==> src/inc/rail_seq_regs.svh <==
// Register map, reset values and timing figures of the rail sequencer
`ifndef RAIL_SEQ_REGS_SVH
`define RAIL_SEQ_REGS_SVH

`define GAP_LOW_ADDR     8'h20
`define GAP_HIGH_ADDR    8'h21
`define SLOT_ADDR        8'h22

`define GAP_LOW_RST      8'h00
`define GAP_HIGH_RST     8'h00
`define SLOT_RST         8'h98

`define GAP9_BIT         0
`define PD_SCALE_BIT     7
`define BUCK_ONE_LSB     0
`define BUCK_TWO_LSB     4

`define SLOT_FIRST       4'h3
`define SLOT_LAST        4'ha
`define STROBE_COUNT     10

`define GAP_SHORT_US     2000
`define GAP_LONG_US      5000
`define CLK_MHZ          200
`define PD_SCALE         10

`endif

==> src/inc/rail_seq_pkg.sv <==
// Types shared by the rail sequencer modules
package rail_seq_pkg;

    typedef enum logic [2:0] {
        S_IDLE   = 3'b001,
        S_STROBE = 3'b010,
        S_WAIT   = 3'b100
    } seq_state_t;

    typedef logic [9:0] strobe_vec_t;

endpackage

==> src/inc/gap_timer_if.sv <==
// Start, length and expiry of one inter-strobe gap
`timescale 1ns/1ps
interface gap_timer_if #(parameter int CNT_W = 24);
    logic             start;
    logic [CNT_W-1:0] cycles;
    logic             done;

    modport ctl (output start, output cycles, input done);
    modport tmr (input start, input cycles, output done);
endinterface

==> src/core/gap_timer.sv <==
// Down-counter that times one gap between two strobes
`timescale 1ns/1ps
module gap_timer
    import rail_seq_pkg::*;
#(
    parameter int CNT_W = 24
)(
    input  wire logic   mclk_i,
    input  wire logic   rst_n_i,
    gap_timer_if.tmr    tif
);
    logic [CNT_W-1:0] cnt_r;
    logic             run_r;
    logic [CNT_W-1:0] el_r;
    logic [CNT_W-1:0] len_r;

    // Done one cycle early so the strobe spacing equals the length
    assign tif.done = run_r && (cnt_r == CNT_W'(1));

    // Load and count down; lengths below two are not supported
    always_ff @(posedge mclk_i)
    begin
        if (!rst_n_i)
        begin
            cnt_r <= '0;
            run_r <= 1'b0;
        end
        else if (tif.start)
        begin
            cnt_r <= tif.cycles - CNT_W'(1);
            run_r <= 1'b1;
        end
        else if (tif.done)
            run_r <= 1'b0;
        else if (run_r)
            cnt_r <= cnt_r - CNT_W'(1);
    end

    // Elapsed-cycle helper read only by the check below
    always_ff @(posedge mclk_i)
    begin
        if (!rst_n_i)
        begin
            el_r  <= '0;
            len_r <= '0;
        end
        else if (tif.start)
        begin
            el_r  <= CNT_W'(1);
            len_r <= tif.cycles;
        end
        else if (run_r)
            el_r <= el_r + CNT_W'(1);
    end
endmodule

==> src/core/rail_seq.sv <==
// Ten-slot strobe sequencer with gap delays and buck rail slots
// Overview of operation
// - Ten strobes, nine delays between them
// - Gap bit zero two ms, one five
// - Gaps one to eight in first register
// - Gap nine bit zero; bits 6-1 zero
// - Scale bit stretches power-down gaps tenfold
// - Power-up gaps never scaled
// - Gap registers reset to zero
// - Slot register resets to 98h
`timescale 1ns/1ps
`include "rail_seq_regs.svh"
module rail_seq
    import rail_seq_pkg::*;
#(
    parameter int CNT_W     = 24,
    parameter int SHORT_CYC = `GAP_SHORT_US * `CLK_MHZ,
    parameter int LONG_CYC  = `GAP_LONG_US * `CLK_MHZ
)(
    input  wire logic        mclk_i,
    input  wire logic        rst_n_i,
    input  wire logic [7:0]  reg_addr_i,
    input  wire logic        reg_wr_i,
    input  wire logic [7:0]  reg_wdata_i,
    input  wire logic        reg_rd_i,
    output logic      [7:0]  reg_rdata_o,
    input  wire logic        unlock_ok_i,
    input  wire logic        pwr_up_req_i,
    input  wire logic        pwr_dn_req_i,
    output strobe_vec_t      strobe_o,
    output logic             buck_one_en_o,
    output logic             buck_two_en_o,
    output logic             busy_o
);
    localparam int SHORT_PD = SHORT_CYC * `PD_SCALE;
    localparam int LONG_PD  = LONG_CYC * `PD_SCALE;

    logic [7:0]  gap_low_r;
    logic        gap9_r;
    logic        scale_r;
    logic [7:0]  slot_reg_r;
    logic [7:0]  rdata_r;
    seq_state_t  state_r;
    seq_state_t  state_nxt;
    logic [3:0]  slot_r;
    logic [3:0]  slot_nxt;
    logic        dir_r;
    strobe_vec_t strobe_r;
    logic        one_en_r;
    logic        two_en_r;

    gap_timer_if #(.CNT_W(CNT_W)) tif ();

    gap_timer #(
        .CNT_W (CNT_W)
    ) u_timer (
        .mclk_i  (mclk_i),
        .rst_n_i (rst_n_i),
        .tif     (tif)
    );

    // Register decode; a locked write is dropped silently
    wire wr_ok   = reg_wr_i && unlock_ok_i;
    wire wr_low  = wr_ok && (reg_addr_i == `GAP_LOW_ADDR);
    wire wr_high = wr_ok && (reg_addr_i == `GAP_HIGH_ADDR);
    wire wr_slot = wr_ok && (reg_addr_i == `SLOT_ADDR);
    wire [7:0] high_view = {scale_r, 6'h00, gap9_r};
    wire [7:0] rd_val =
        (reg_addr_i == `GAP_LOW_ADDR)  ? gap_low_r  :
        (reg_addr_i == `GAP_HIGH_ADDR) ? high_view  :
        (reg_addr_i == `SLOT_ADDR)     ? slot_reg_r : 8'h00;

    always_ff @(posedge mclk_i)
    begin
        if (!rst_n_i)
        begin
            gap_low_r  <= `GAP_LOW_RST;
            gap9_r     <= 1'(`GAP_HIGH_RST >> `GAP9_BIT);
            scale_r    <= 1'(`GAP_HIGH_RST >> `PD_SCALE_BIT);
            slot_reg_r <= `SLOT_RST;
        end
        else
        begin
            if (wr_low)
                gap_low_r <= reg_wdata_i;
            if (wr_high)
            begin
                gap9_r  <= reg_wdata_i[`GAP9_BIT];
                scale_r <= reg_wdata_i[`PD_SCALE_BIT];
            end
            if (wr_slot)
                slot_reg_r <= reg_wdata_i;
        end
    end

    // Read data held until the next read strobe
    always_ff @(posedge mclk_i)
    begin
        if (!rst_n_i)
            rdata_r <= 8'h00;
        else if (reg_rd_i)
            rdata_r <= rd_val;
    end

    wire [3:0] one_code = slot_reg_r[`BUCK_ONE_LSB +: 4];
    wire [3:0] two_code = slot_reg_r[`BUCK_TWO_LSB +: 4];
    wire one_ctl = one_code >= `SLOT_FIRST && one_code <= `SLOT_LAST;
    wire two_ctl = two_code >= `SLOT_FIRST && two_code <= `SLOT_LAST;
    wire strobe_vec_t one_mask =
        one_ctl ? strobe_vec_t'(10'h001 << (one_code - 4'h1)) : '0;
    wire strobe_vec_t two_mask =
        two_ctl ? strobe_vec_t'(10'h001 << (two_code - 4'h1)) : '0;
    wire strobe_vec_t cur_bit = strobe_vec_t'(10'h001 << (slot_r - 4'h1));

    // gap index follows the walk direction
    wire [3:0] gap_idx  = dir_r ? slot_r - 4'h1 : slot_r;
    wire [8:0] gap_sel  = {gap9_r, gap_low_r};
    wire       gap_long = gap_sel[gap_idx - 4'h1];
    wire       stretch  = dir_r && scale_r;
    wire [CNT_W-1:0] gap_cyc =
        stretch ? (gap_long ? CNT_W'(LONG_PD) : CNT_W'(SHORT_PD)) :
                  (gap_long ? CNT_W'(LONG_CYC) : CNT_W'(SHORT_CYC));
    wire last_slot = dir_r ? (slot_r == 4'h1)
                           : (slot_r == 4'(`STROBE_COUNT));

    assign tif.start  = (state_r == S_STROBE) && !last_slot;
    assign tif.cycles = gap_cyc;

    always_comb
    begin
        state_nxt = state_r;
        slot_nxt  = slot_r;
        unique case (state_r)
            S_IDLE:
            begin
                if (pwr_up_req_i)
                begin
                    state_nxt = S_STROBE;
                    slot_nxt  = 4'h1;
                end
                else if (pwr_dn_req_i)
                begin
                    state_nxt = S_STROBE;
                    slot_nxt  = 4'(`STROBE_COUNT);
                end
            end
            S_STROBE:
                state_nxt = last_slot ? S_IDLE : S_WAIT;
            S_WAIT:
                if (tif.done)
                begin
                    state_nxt = S_STROBE;
                    slot_nxt  = dir_r ? slot_r - 4'h1 : slot_r + 4'h1;
                end
            default:
                state_nxt = S_IDLE;
        endcase
    end

    // Requests during a walk are ignored, up wins a tie
    always_ff @(posedge mclk_i)
    begin
        if (!rst_n_i)
        begin
            state_r <= S_IDLE;
            slot_r  <= 4'h1;
            dir_r   <= 1'b0;
        end
        else
        begin
            state_r <= state_nxt;
            slot_r  <= slot_nxt;
            if (state_r == S_IDLE)
                dir_r <= !pwr_up_req_i && pwr_dn_req_i;
        end
    end

    always_ff @(posedge mclk_i)
    begin
        if (!rst_n_i)
        begin
            strobe_r <= '0;
            one_en_r <= 1'b0;
            two_en_r <= 1'b0;
        end
        else
        begin
            strobe_r <= (state_r == S_STROBE) ? cur_bit : '0;
            if (state_r == S_STROBE && (one_mask & cur_bit) != '0)
                one_en_r <= !dir_r;
            if (state_r == S_STROBE && (two_mask & cur_bit) != '0)
                two_en_r <= !dir_r;
        end
    end

    assign reg_rdata_o   = rdata_r;
    assign strobe_o      = strobe_r;
    assign buck_one_en_o = one_en_r;
    assign buck_two_en_o = two_en_r;
    assign busy_o        = state_r != S_IDLE;

    // Last strobe seen and its direction, for the checks only
    strobe_vec_t last_r;
    logic        last_dn_r;
    always_ff @(posedge mclk_i)
    begin
        if (!rst_n_i)
        begin
            last_r    <= '0;
            last_dn_r <= 1'b0;
        end
        else if (strobe_r != '0)
        begin
            last_r    <= strobe_r;
            last_dn_r <= dir_r;
        end
    end
endmodule

==> config.mk <==
export PLATFORM = sky130hd
export DESIGN_NAME = rail_seq
export DESIGN_NICKNAME = d
export VERILOG_FILES = /design/src/inc/rail_seq_pkg.sv /design/src/inc/gap_timer_if.sv /design/src/core/gap_timer.sv /design/src/core/rail_seq.sv
export VERILOG_INCLUDE_DIRS = /design/src /design/src/inc
export SDC_FILE = /design/constraint.sdc
export NUM_CORES = 1
export LEC_CHECK = 0
export BUFFER_PORTS_ARGS = -buffer_cell sky130_fd_sc_hd__buf_4
export CORE_MARGIN = 3
export CORE_UTILIZATION = 60
export CTS_BUF_LIST = sky130_fd_sc_hd__clkbuf_16
export DETAILED_ROUTE_END_ITERATION = 12
export GPL_TIMING_DRIVEN = 1
export PLACE_DENSITY_LB_ADDON = 0.05
export SETUP_SLACK_MARGIN = 0.1
export SYNTH_ARGS = -nofsm -noshare
export SYNTH_HDL_FRONTEND = slang
export SYNTH_SLANG_ARGS = --single-unit
==> constraint.sdc <==
create_clock -name mclk_i -period 5.4 [get_ports mclk_i]
set_input_delay 1.08 -clock mclk_i [delete_from_list [all_inputs] [get_ports mclk_i]]
set_output_delay 1.08 -clock mclk_i [all_outputs]
set_load 0.05 [all_outputs]
### After elaboration in Yosys (flattened, before gate mapping)

Index checks and enable logic that the tools add are counted.

* memory bits (read-only): 0
* latch bits: 0
* output and inout port bits: 21
* flip-flop bits (word level): 71
* memory bits (writable): 0
* word-level logic and storage cells: 94
* input port bits: 23
* memories: 0

* $lt $le $gt $ge: 5
* mux-type cells: 27
* shift-type cells: 3
* div/mod/pow operators: 0
* bitwise operators: 2
* reduce and logical (&&, ||, !) cells: 24
* add/sub/neg operators: 7
* $mul: 0
* equality and inequality tests: 13

Operators by type and width (count)
* 24-bit two-way mux: 5
* 24-bit by 1-bit subtractor with 24-bit output, second input constant: 2
* 1-bit by 4-bit << shifter with 10-bit output, first input constant: 3
* 24-bit by 1-bit == test with 1-bit output, second input constant: 1
* 8-bit by 6-bit == test with 1-bit output, second input constant: 3
* 8-bit two-way mux: 3
* 10-bit bitwise AND: 2
* 10-bit two-way mux: 2
* 20-bit two-way mux: 1
* 4-bit two-way mux: 5
* 10-bit nonzero test: 2
* 4-bit by 1-bit subtractor with 4-bit output, second input constant: 4
* 1-bit logical AND: 12
* 3-bit two-way mux: 4
* 3-bit case mux with 3 select lines: 1
* 4-bit by 2-bit greater-or-equal comparator with 1-bit output, second input constant: 2
* 4-bit less-or-equal comparator, second input constant: 2
* 4-bit case mux with 2 select lines: 1
* 2-bit AND reduction: 3
* 2-bit nonzero test: 3
* 4-bit by 5-bit < comparator with 1-bit output, second input constant: 1
* 4-bit by 1-bit adder with 4-bit output, second input constant: 1
* 1-bit binary-select mux with 4-bit select: 1
* 4-bit by 1-bit == test with 1-bit output, second input constant: 1
* 10 further kinds: 16

### Longest topological paths before layout

Gate-level depths: netlist (run 1).

* word-level depth: 9
* depth in mapped cells: 13
* depth with buffers taken out: 13

### By module

From an unflattened synthesis (run 1), not the netlist that was laid out.

* cells, all modules: 543
* area, all modules: 4690.7 um^2

By module, submodules not included
* rail_seq: cells an instance 305, instances 1, seq. area each 920.9 um^2, area an instance 2670.1 um^2
* gap_timer: cells an instance 238, instances 1, seq. area each 500.5 um^2, area an instance 2020.7 um^2

### Least setup slack after synthesis (run 1)

Ideal clock, no wire load.

* path type: register to register
* start point: reg slot_r[0]
* end point: reg u_timer.cnt_r[7]
* data arrival time: 2796 ps
* clock period less this slack: 2928 ps
* slack: 2472 ps
* cell stages (with the launch flop): 14
* setup time: 132 ps
* path through: dfxtp_1 -> inv_1 -> ha_1 -> clkbuf_1 -> inv_1 -> ha_1 -> xnor2_1 -> xnor2_1 -> nand4_1 -> mux2i_1 -> inv_1 -> ha_1 -> o21ai_0 -> a21oi_1

* word-level cells in the longest chain between the ends: 9
* elaborated cells on any way between the ends: 18

Ends and longest elaborated chain
* from (decl): RTL line rail_seq.sv:45 `logic [3:0] slot_r;`
* from (signal assigned): RTL line rail_seq.sv:172 `slot_r <= slot_nxt;`
* 4-bit by 1-bit subtractor with 4-bit output: RTL line rail_seq.sv:116 `wire [3:0] gap_idx = dir_r ? slot_r - 4'h1 : slot_r;`
* 4-bit two-way mux: RTL line rail_seq.sv:116
* 4-bit by 1-bit subtractor with 4-bit output: RTL line rail_seq.sv:118 `wire gap_long = gap_sel[gap_idx - 4'h1];`
* 1-bit binary-select mux with 4-bit select: RTL line rail_seq.sv:118
* 1-bit two-way mux (implied by the code): RTL line rail_seq.sv:118
* 20-bit two-way mux or 24-bit two-way mux (tied branches): RTL line rail_seq.sv:122, rail_seq.sv:121
* 24-bit two-way mux: RTL line rail_seq.sv:121 `stretch ? (gap_long ? CNT_W'(LONG_PD) : CNT_W'(SHORT_PD)) :`
* 24-bit by 1-bit subtractor with 24-bit output: RTL line gap_timer.sv:30 `cnt_r <= tif.cycles - CNT_W'(1);`
* 24-bit two-way mux: RTL line gap_timer.sv:28 `else if (tif.start)`
* to (signal assigned): RTL line gap_timer.sv:30
* to (signal assigned): RTL line gap_timer.sv:36 `cnt_r <= cnt_r - CNT_W'(1);`
* to (decl): RTL line gap_timer.sv:12 `logic [CNT_W-1:0] cnt_r;`

Parallel ways exist; a longest one is shown, timed or not. The select of a mux whose other input is x is not followed.
A chain may end at the register's enable or synchronous reset.

### Worst setup path in the final report (run 1)

Ends and elaborated chain as after synthesis.

==> metrics.md, run 1 <==
| Metric | Value |
|---|---|
| Vias in the first global route | `3,359` |
| Leakage power | `approximately 1.8 nW` |
| FF-to-FF setup slack | `~2.0 ns` |
| Delay-heaviest family, CP | `adder cells` |
| Netlist Area Pre-Place | `between 3000 and 4000 um^2` |
| Hold depth | `2` |
| CTS root buf | `clkbuf_16` |
| RSZ-0062 raised after global routing | `false` |
| Initial Util | `around 64%` |
| Max Freq | `slightly below 300 MHz` |
| Highest cell delay on the worst timing path | `between 0.5 and 0.6 ns` |
| Worst-path clk slew | `around 0.06 ns` |
| First-pass iteration count of the detailed router | `4` |
| Die Ht | `about 87 um` |
| GP Congestion | `between 0.9 and 1` |
| Pin count of the biggest net entering global routing | `38` |
| Antenna-violating nets left | `0` |
| Clk buf depth | `2` |
| Top_reg_cell synth | `dfxtp_1` |
| CP Cell Sequence | `inv_1, ha_1, nand2_1, o21ai_0, ha_1, xnor2_1, xnor2_1, nand4_1, mux2i_1, inv_1, ha_1, o21ai_0, a21oi_1` |
| Yosys top cell by area | `dfxtp_1` |
| Cts bufs inserted | `9` |
| Yosys reg bits | `71` |
| Hpwl dp | `6730 um` |
| Post-synth EDFFs | `0` |
| Metal2 WL | `approximately 4500 um` |
| DP Cell Count | `around 550` |
| Core ar. | `6100 um^2` |
| Total grt overflow | `0` |
| Seq/Total Area, Yosys | `36.4%` |
| Fill cells | `approximately 470` |
| Critical Path AT | `3.57 ns` |
| Slowest CP cell | `dfxtp_1` |
| Dpl ws | `2.09 ns` |
| Status | `completed` |
| Vias per inst | `6.16` |
| Highest Signal Layer | `met4` |
| Worst Path Class, Setup | `reg -> reg` |
| Switch Pwr | `approximately 600 uW` |
| Critical path launch point type | `register` |
| CTS tree | `done` |
| Post-CTS setup buffer count | `0` |
| Cts-stage hold buffer count | `0` |
| Initial antenna violation count | `0` |
| Hold path start | `buck_one_en_o` |
| Detailed Route Iter0 Violations | `roughly 230` |
| Critical path fanouts, max | `10` |
| Setup ws final | `slightly above 2 ns` |
| Final min period | `3.36 ns` |
| Synthesized Nets | `around 490` |
| Drt drc | `0` |
| Hold crit path type | `reg -> reg` |
| WP data required | `~5.6 ns` |
| Final period util | `between 60% and 70%` |
| Total negative slack | `0 ns` |
| # diodes | `0` |
| Finished Layout Cells | `about 560` |
| H-tree levels | `3` |
| Seq pwr share | `around 36%` |
| Slew Limit Fails | `0` |
| IO Port Bufs | `43` |
| Final hold vios | `0` |
| Worst Setup End Kind | `register` |
| Clock latency on the worst-skew pair | `0.34 ns` |
| Worst-Margin Slew | `between 0.7 and 0.8 ns` |
| Peak supply drop | `0.282 mV` |
| GRT Total Usage | `between 20% and 30%` |
| Synth Warn # | `0` |
| Pwr dens | `~380 nW/um^2` |
| Final hold slack | `0.483 ns` |
| Max cap viols | `0` |
| Total clock sinks | `~70` |
| Multi-input logic area | `2370 um^2` |
| I/O pin count | `between 40 and 50` |
| Logic pwr share | `30.0%` |
| Die X | `roughly 87 um` |
| WL/cell | `between 15 and 20 um` |
| Clk pwr share | `between 30% and 40%` |
| Cell with the most instances on the worst path | `ha_1` |
| Post-synth top area share | `a little over a third` |
| P_int | `approximately 1.1 mW` |
| Reg2Reg Launch Point | `slot_r[0]` |
| Skew final | `approximately 0.0067 ns` |
| FF+latch area | `~1400 um^2` |
| Syn Area/Cell | `roughly 8.8 um^2` |
| Total wire length | `about 9500 um` |
| Reg2Reg Depth | `13` |
| Slew HR | `47.9%` |
| Synth cell types | `67` |
| Final setup fails | `0` |
| Syn-to-layout area delta | `16.5%` |
| Hold-critical path endpoint | `buck_one_en_o` |
| Final nets | `~520` |
| Met1 wire length | `about 4200 um` |
| Final Util | `between 70% and 80%` |
| Synth area leaders | `dfxtp_1 36%, ha_1 6.1%, mux2i_1 5.6%, nor2_1 5.4%, nand2_1 4.2%` |
| Num rows | `28` |
| Global-route wire length before repair | `roughly 16,000 um` |
| Switching share of power | `a little over a third` |
| Post-synthesis async set-or-reset flop share | `0%` |
| Routed vias | `between 3k and 4k` |
| Met3 wire len | `599 um` |
| FF-to-FF End | `u_timer.cnt_r[7]` |
| Die area | `7520 um^2` |
| Share of layout cells above drive strength 1 | `16.4%` |
| CTS resizes | `0` |
| Worst path buffer plus inverter count | `2` |
| Mapped Cells | `around 450` |
-- per-stage QoR --
step           total power [mW]  cell area, um^2
2_1_floorplan              1.02             3910
3_3_place_gp               1.12             4260
3_5_place_dp               1.14             4260
4_1_cts                    1.72             4550
5_1_grt                    1.80             4550
6_report                   1.72             4550
-- metal layers --
layer / track usage, % / up-vias
li1: - / 1692
met1: 35.7 / 1646
met2: 43.4 / 109
met3: 5.70 / 15
met4: 10.6 / 0
met5: 0 / -
-- flip-flops by register name, summed over array words and instances, names as in the netlist --
| register | cells |
|---|---|
| gap9_r | 1 |
| u_timer.cnt_r | 24 |
| u_timer.run_r | 1 |
| gap_low_r | 8 |
| slot_r | 4 |
| slot_reg_r | 8 |
| strobe_o | 10 |
| scale_r | 1 |
| state_r | 3 |
| dir_r | 1 |
| reg_rdata_o | 8 |
| buck_two_en_o | 1 |
| buck_one_en_o | 1 |
-- worst max path at each step --
| stage | from | to | slack, ns | depth (start not counted) |
|---|---|---|---|---|
| finish | slot_r[0] | u_timer.cnt_r[7] | 2.04 | 13 |
| global placement | dir_r | u_timer.cnt_r[21] | 2.33 | 12 |
| detailed placement | dir_r | u_timer.cnt_r[7] | 2.09 | 12 |
| floorplan | slot_r[0] | u_timer.cnt_r[7] | 2.47 | 13 |
| global route | dir_r | u_timer.cnt_r[7] | 1.71 | 12 |
| CTS | slot_r[0] | u_timer.cnt_r[7] | 2.07 | 13 |
-- cell usage in the layout, fill, tap and decap left out, drive strengths merged, types with 8 or more instances in the layout --
master,synthesis,final
o21ai,14,14
buf,3,44
nor4,8,8
inv,13,13
nand2,44,44
mux2i,22,22
nor3,11,11
xnor2,14,14
nand3,10,10
dfxtp,71,71
nor2,56,56
ha,19,19
a211oi,11,11
xor2,11,11
a21oi,23,23
nand3b,8,8
clkbuf,15,9
-- final cells by class --
cell class / instances / area share (%)
clock buffer: 9 / 4.95
clock inverter: 7 / 1.40
tap: 75 / 2.06
multi-input combinational: 343 / 52.0
sequential: 71 / 31.2
timing repair buffer: 44 / 7.26
inverter: 13 / 1.07
-- power by group through the flow --
stage | combinational, mW | clock (mW) | sequential (mW)
after floorplan | 0.393 | 0 | 0.631
after global placement | 0.490 | 0 | 0.631
after detailed placement | 0.506 | 0 | 0.634
after CTS | 0.511 | 0.582 | 0.624
after global routing | 0.567 | 0.605 | 0.632
final | 0.517 | 0.579 | 0.625
-- worst register-to-register path, cell delays in order (launching register included) --
cell and delay, ns:
dfxtp_1 0.52, inv_1 0.20, ha_1 0.39, nand2_1 0.08
o21ai_0 0.12, ha_1 0.23, xnor2_1 0.14, xnor2_1 0.27
nand4_1 0.14, mux2i_1 0.45, inv_1 0.17, ha_1 0.22
o21ai_0 0.24, a21oi_1 0.07
-- cell usage after synthesis, drive strengths merged, types with 2 or more instances --
master / n
dfxtp: 71
a21oi: 23
o21ai: 14
o22ai: 2
and3: 4
mux4: 2
a22oi: 7
nand3b: 8
a31oi: 6
nor2b: 4
a21o: 2
nand4: 6
a211oi: 11
nand4b: 5
clkbuf: 15
ha: 19
o21a: 3
nor3: 11
nand3: 10
nand2: 44
mux2i: 22
a41oi: 3
inv: 13
buf: 3
xnor2: 14
o211a: 2
and4b: 2
nor4: 8
o311a: 2
a21boi: 2
o31ai: 3
xor2: 11
or3: 4
nor3b: 7
or2: 4
nor2: 56
nand2b: 2
-- logic make-up after synthesis --
kind of cell | after synthesis | share of synthesized area [%]
simple gates | 181 | 25.7
compound gates | 93 | 16.1
flops | 71 | 36.4
buf+inv | 31 | 3.04
xor+xnor | 25 | 5.60
mux | 25 | 7.08
fa+ha+maj | 19 | 6.08
(Power assumes the default switching activity.)
==> inputs of run 2 (changes only) <==
CORE_UTILIZATION = 59   (was 60)
clock period = 3.2 ns   (was 5.4 ns; I/O delays follow)
==> run 2 against run 1 <==
Against the previous run:
- die area is 1.6% higher
- flip-flop and latch count unchanged
- global-route usage is 0.58 points higher
- count of clock-buffer cells in the layout is the same
- core utilization is 1.9 points lower
- final area increased by 2.1%
- clock power increased by 97%
- setup slack worse by 1.7 ns
- critical path depth is the same
- largest cell class unchanged
==> metrics.md, run 2 (synthesized netlist as in run 1, its figures left out) <==
| Metric | Value |
|---|---|
| Final nets | `530 (+1.1%)` |
| Die X | `87.4 um (+0.78%)` |
| Initial Util | `61.2% (-2.9 points)` |
| Worst-path clk slew | `0.06 ns (about the same)` |
| GP Congestion | `0.883 (-2.7%)` |
| First-pass iteration count of the detailed router | `4 (unchanged)` |
| Fin area | `4650 um^2 (+2.1%)` |
| Final setup fails | `0 (unchanged)` |
| Syn-to-layout area delta | `18.9%` |
| Total clock sinks | `71 (unchanged)` |
| CP Cell Sequence | `inv_1, ha_1, nand2_1, o21ai_0, ha_1, xnor2_1, xnor2_1, mux2i_1, mux2i_1, buf_4, ha_1, o21ai_0, a21oi_1` |
| Worst path buffer plus inverter count | `2 (unchanged)` |
| Routed vias | `3,459 (-0.087%)` |
| Hpwl dp | `6810 um (+1.2%)` |
| Final min period | `2.81 ns (-0.546 ns)` |
| Pin count of the biggest net entering global routing | `22 (-42%)` |
| Share of layout cells above drive strength 1 | `17.2% (+0.81 points)` |
| IO Port Bufs | `43 (unchanged)` |
| Highest cell delay on the worst timing path | `0.37 ns (-0.15 ns)` |
| Worst Setup End Kind | `register` |
| Reg2Reg Launch Point | `slot_r[0]` |
| Switch Pwr | `1.01 mW (+69%)` |
| Die area | `7640 um^2 (+1.6%)` |
| Total grt overflow | `0 (unchanged)` |
| DP Cell Count | `554 (+1.5%)` |
| Slew HR | `49.3% (+1.4 points)` |
| Max FFs per register | `24 (unchanged)` |
| Switching share of power | `32.9% (-1.9 points)` |
| Detailed Route Iter0 Violations | `255 (+13%)` |
| Peak supply drop | `0.471 mV (+67%)` |
| WL/cell | `17.1 um (+0.69%)` |
| # diodes | `0 (unchanged)` |
| GRT Total Usage | `27.7% (+0.58 points)` |
| Global-route wire length before repair | `16,400 um (+2.5%)` |
| Clk pwr share | `37.0% (+3.4 points)` |
| FF+latch area | `1420 um^2 (unchanged)` |
| Skew final | `0.00598 ns (-0.000720 ns)` |
| Post-DP Area | `4310 um^2 (+1.1%)` |
| Slowest CP cell | `ha_1` |
| Total negative slack | `0 ns (unchanged)` |
| Worst Path Class, Setup | `reg -> reg` |
| CTS root buf | `clkbuf_16` |
| Max cap viols | `0 (unchanged)` |
| WP data required | `3.41 ns (-2.20 ns)` |
| Antenna-violating nets left | `0 (unchanged)` |
| RSZ-0062 raised after global routing | `false` |
| Most frequent cells in the layout | `71 x dfxtp_1, 56 x nor2_1, 50 x buf_4` |
| Clk buf depth | `2 (unchanged)` |
| Fill cells | `484 (+3.4%)` |
| Critical path launch point type | `register` |
| Leakage power | `1.88 nW (+3.1%)` |
| H-tree levels | `3 (unchanged)` |
| Cell with the most instances on the worst path | `ha_1` |
| Logic pwr share | `29.3% (-0.7 points)` |
| Clock latency on the worst-skew pair | `0.33 ns (about the same)` |
| Worst-Margin Slew | `0.756 ns (-0.0187 ns)` |
| I/O pin count | `44 (unchanged)` |
| Cts-stage hold buffer count | `0 (unchanged)` |
| Max Freq | `355 MHz (+19%)` |
| Status | `completed` |
| CTS resizes | `0 (unchanged)` |
| Cts bufs inserted | `9 (unchanged)` |
| Seq pwr share | `33.7% (-2.6 points)` |
| Finished Layout Cells | `570 (+1.4%)` |
| Critical Path AT | `3.02 ns (-0.55 ns)` |
| Post-CTS setup buffer count | `0 (unchanged)` |
| Slew Limit Fails | `0 (unchanged)` |
| Final hold vios | `0 (unchanged)` |
| Num rows | `29 (+3.6%)` |
| Final period util | `87.9% (+26 points)` |
| P_int | `2.06 mW (+84%)` |
| Drt drc | `0 (unchanged)` |
| Most common cell after layout, fill and taps aside | `dfxtp_1` |
| Total wire length | `9730 um (+2.1%)` |
| Reg with most FFs | `u_timer.cnt_r` |
| CP startpoint | `slot_r[0]` |
| Critical path fanouts, max | `6 (-4)` |
| Die Ht | `87.4 um (+0.78%)` |
| Delay-heaviest family, CP | `adder cells` |
| Multi-input logic area | `2370 um^2 (unchanged)` |
| Core ar. | `6390 um^2 (+4.8%)` |
| Vias per inst | `6.07 (-1.5%)` |
| Hold crit path type | `reg -> reg` |
| Vias in the first global route | `3,333 (-0.77%)` |
| Initial antenna violation count | `0 (unchanged)` |
| Hold path start | `buck_one_en_o` |
| Pwr dens | `661 nW/um^2 (+75%)` |
| CTS tree | `done` |
-- run 2: worst paths after layout --
| kind | slack (ns) | to | cells after the start |
|---|---|---|---|
| worst min-delay path | 0.48 | buck_one_en_o | 2 |
| worst min register to register | 0.48 | buck_one_en_o | 2 |
| worst max-delay path | 0.39 | u_timer.cnt_r[10] | 13 |
| worst max register to register | 0.39 | u_timer.cnt_r[10] | 13 |
-- run 2: routing by layer --
layer  track usage [%]  vias to the layer above  routed length, um
li1                  -                     1693                  -
met1              37.6                     1647               4510
met2              43.8                      106               4540
met3              4.64                       13                564
met4              10.5                        0                116
met5                 0                        -                  0
-- run 2: per-stage QoR --
stage	power (mW)	setup slack (ns)	util [%]	hold slack, ns
2_1_floorplan	1.73	0.272	-	0.461
3_3_place_gp	1.90	0.542	67.5	0.460
3_5_place_dp	1.93	0.424	67.5	0.482
4_1_cts	3.08	0.412	72.7	0.490
5_1_grt	3.22	0.129	72.7	0.518
6_report	3.07	0.386	72.7	0.484
-- run 2: worst reg2reg max path: stages, from the launching register on --
cell and delay [ns]:
dfxtp_1 0.33, inv_1 0.12, ha_1 0.37, nand2_1 0.08
o21ai_0 0.12, ha_1 0.22, xnor2_1 0.14, xnor2_1 0.27
mux2i_1 0.25, mux2i_1 0.10, buf_4 0.16, ha_1 0.18
o21ai_0 0.28, a21oi_1 0.07
-- run 2: power groups by stage --
stage | sequential, mW | combinational [mW] | clock (mW)
floorplan | 1.06 | 0.663 | 0
global placement | 1.05 | 0.851 | 0
detailed placement | 1.05 | 0.874 | 0
CTS | 1.04 | 0.891 | 1.15
global route | 1.05 | 0.987 | 1.19
finish | 1.04 | 0.899 | 1.14
-- run 2: area by class of cell --
class	count	share of cell area, %
Inverter	13	1.05
Clock inverter	7	2.40
Multi-Input combinational cell	343	51.0
Tap cell	77	2.07
Timing Repair Buffer	50	8.08
Clock buffer	9	4.85
Sequential cell	71	30.6
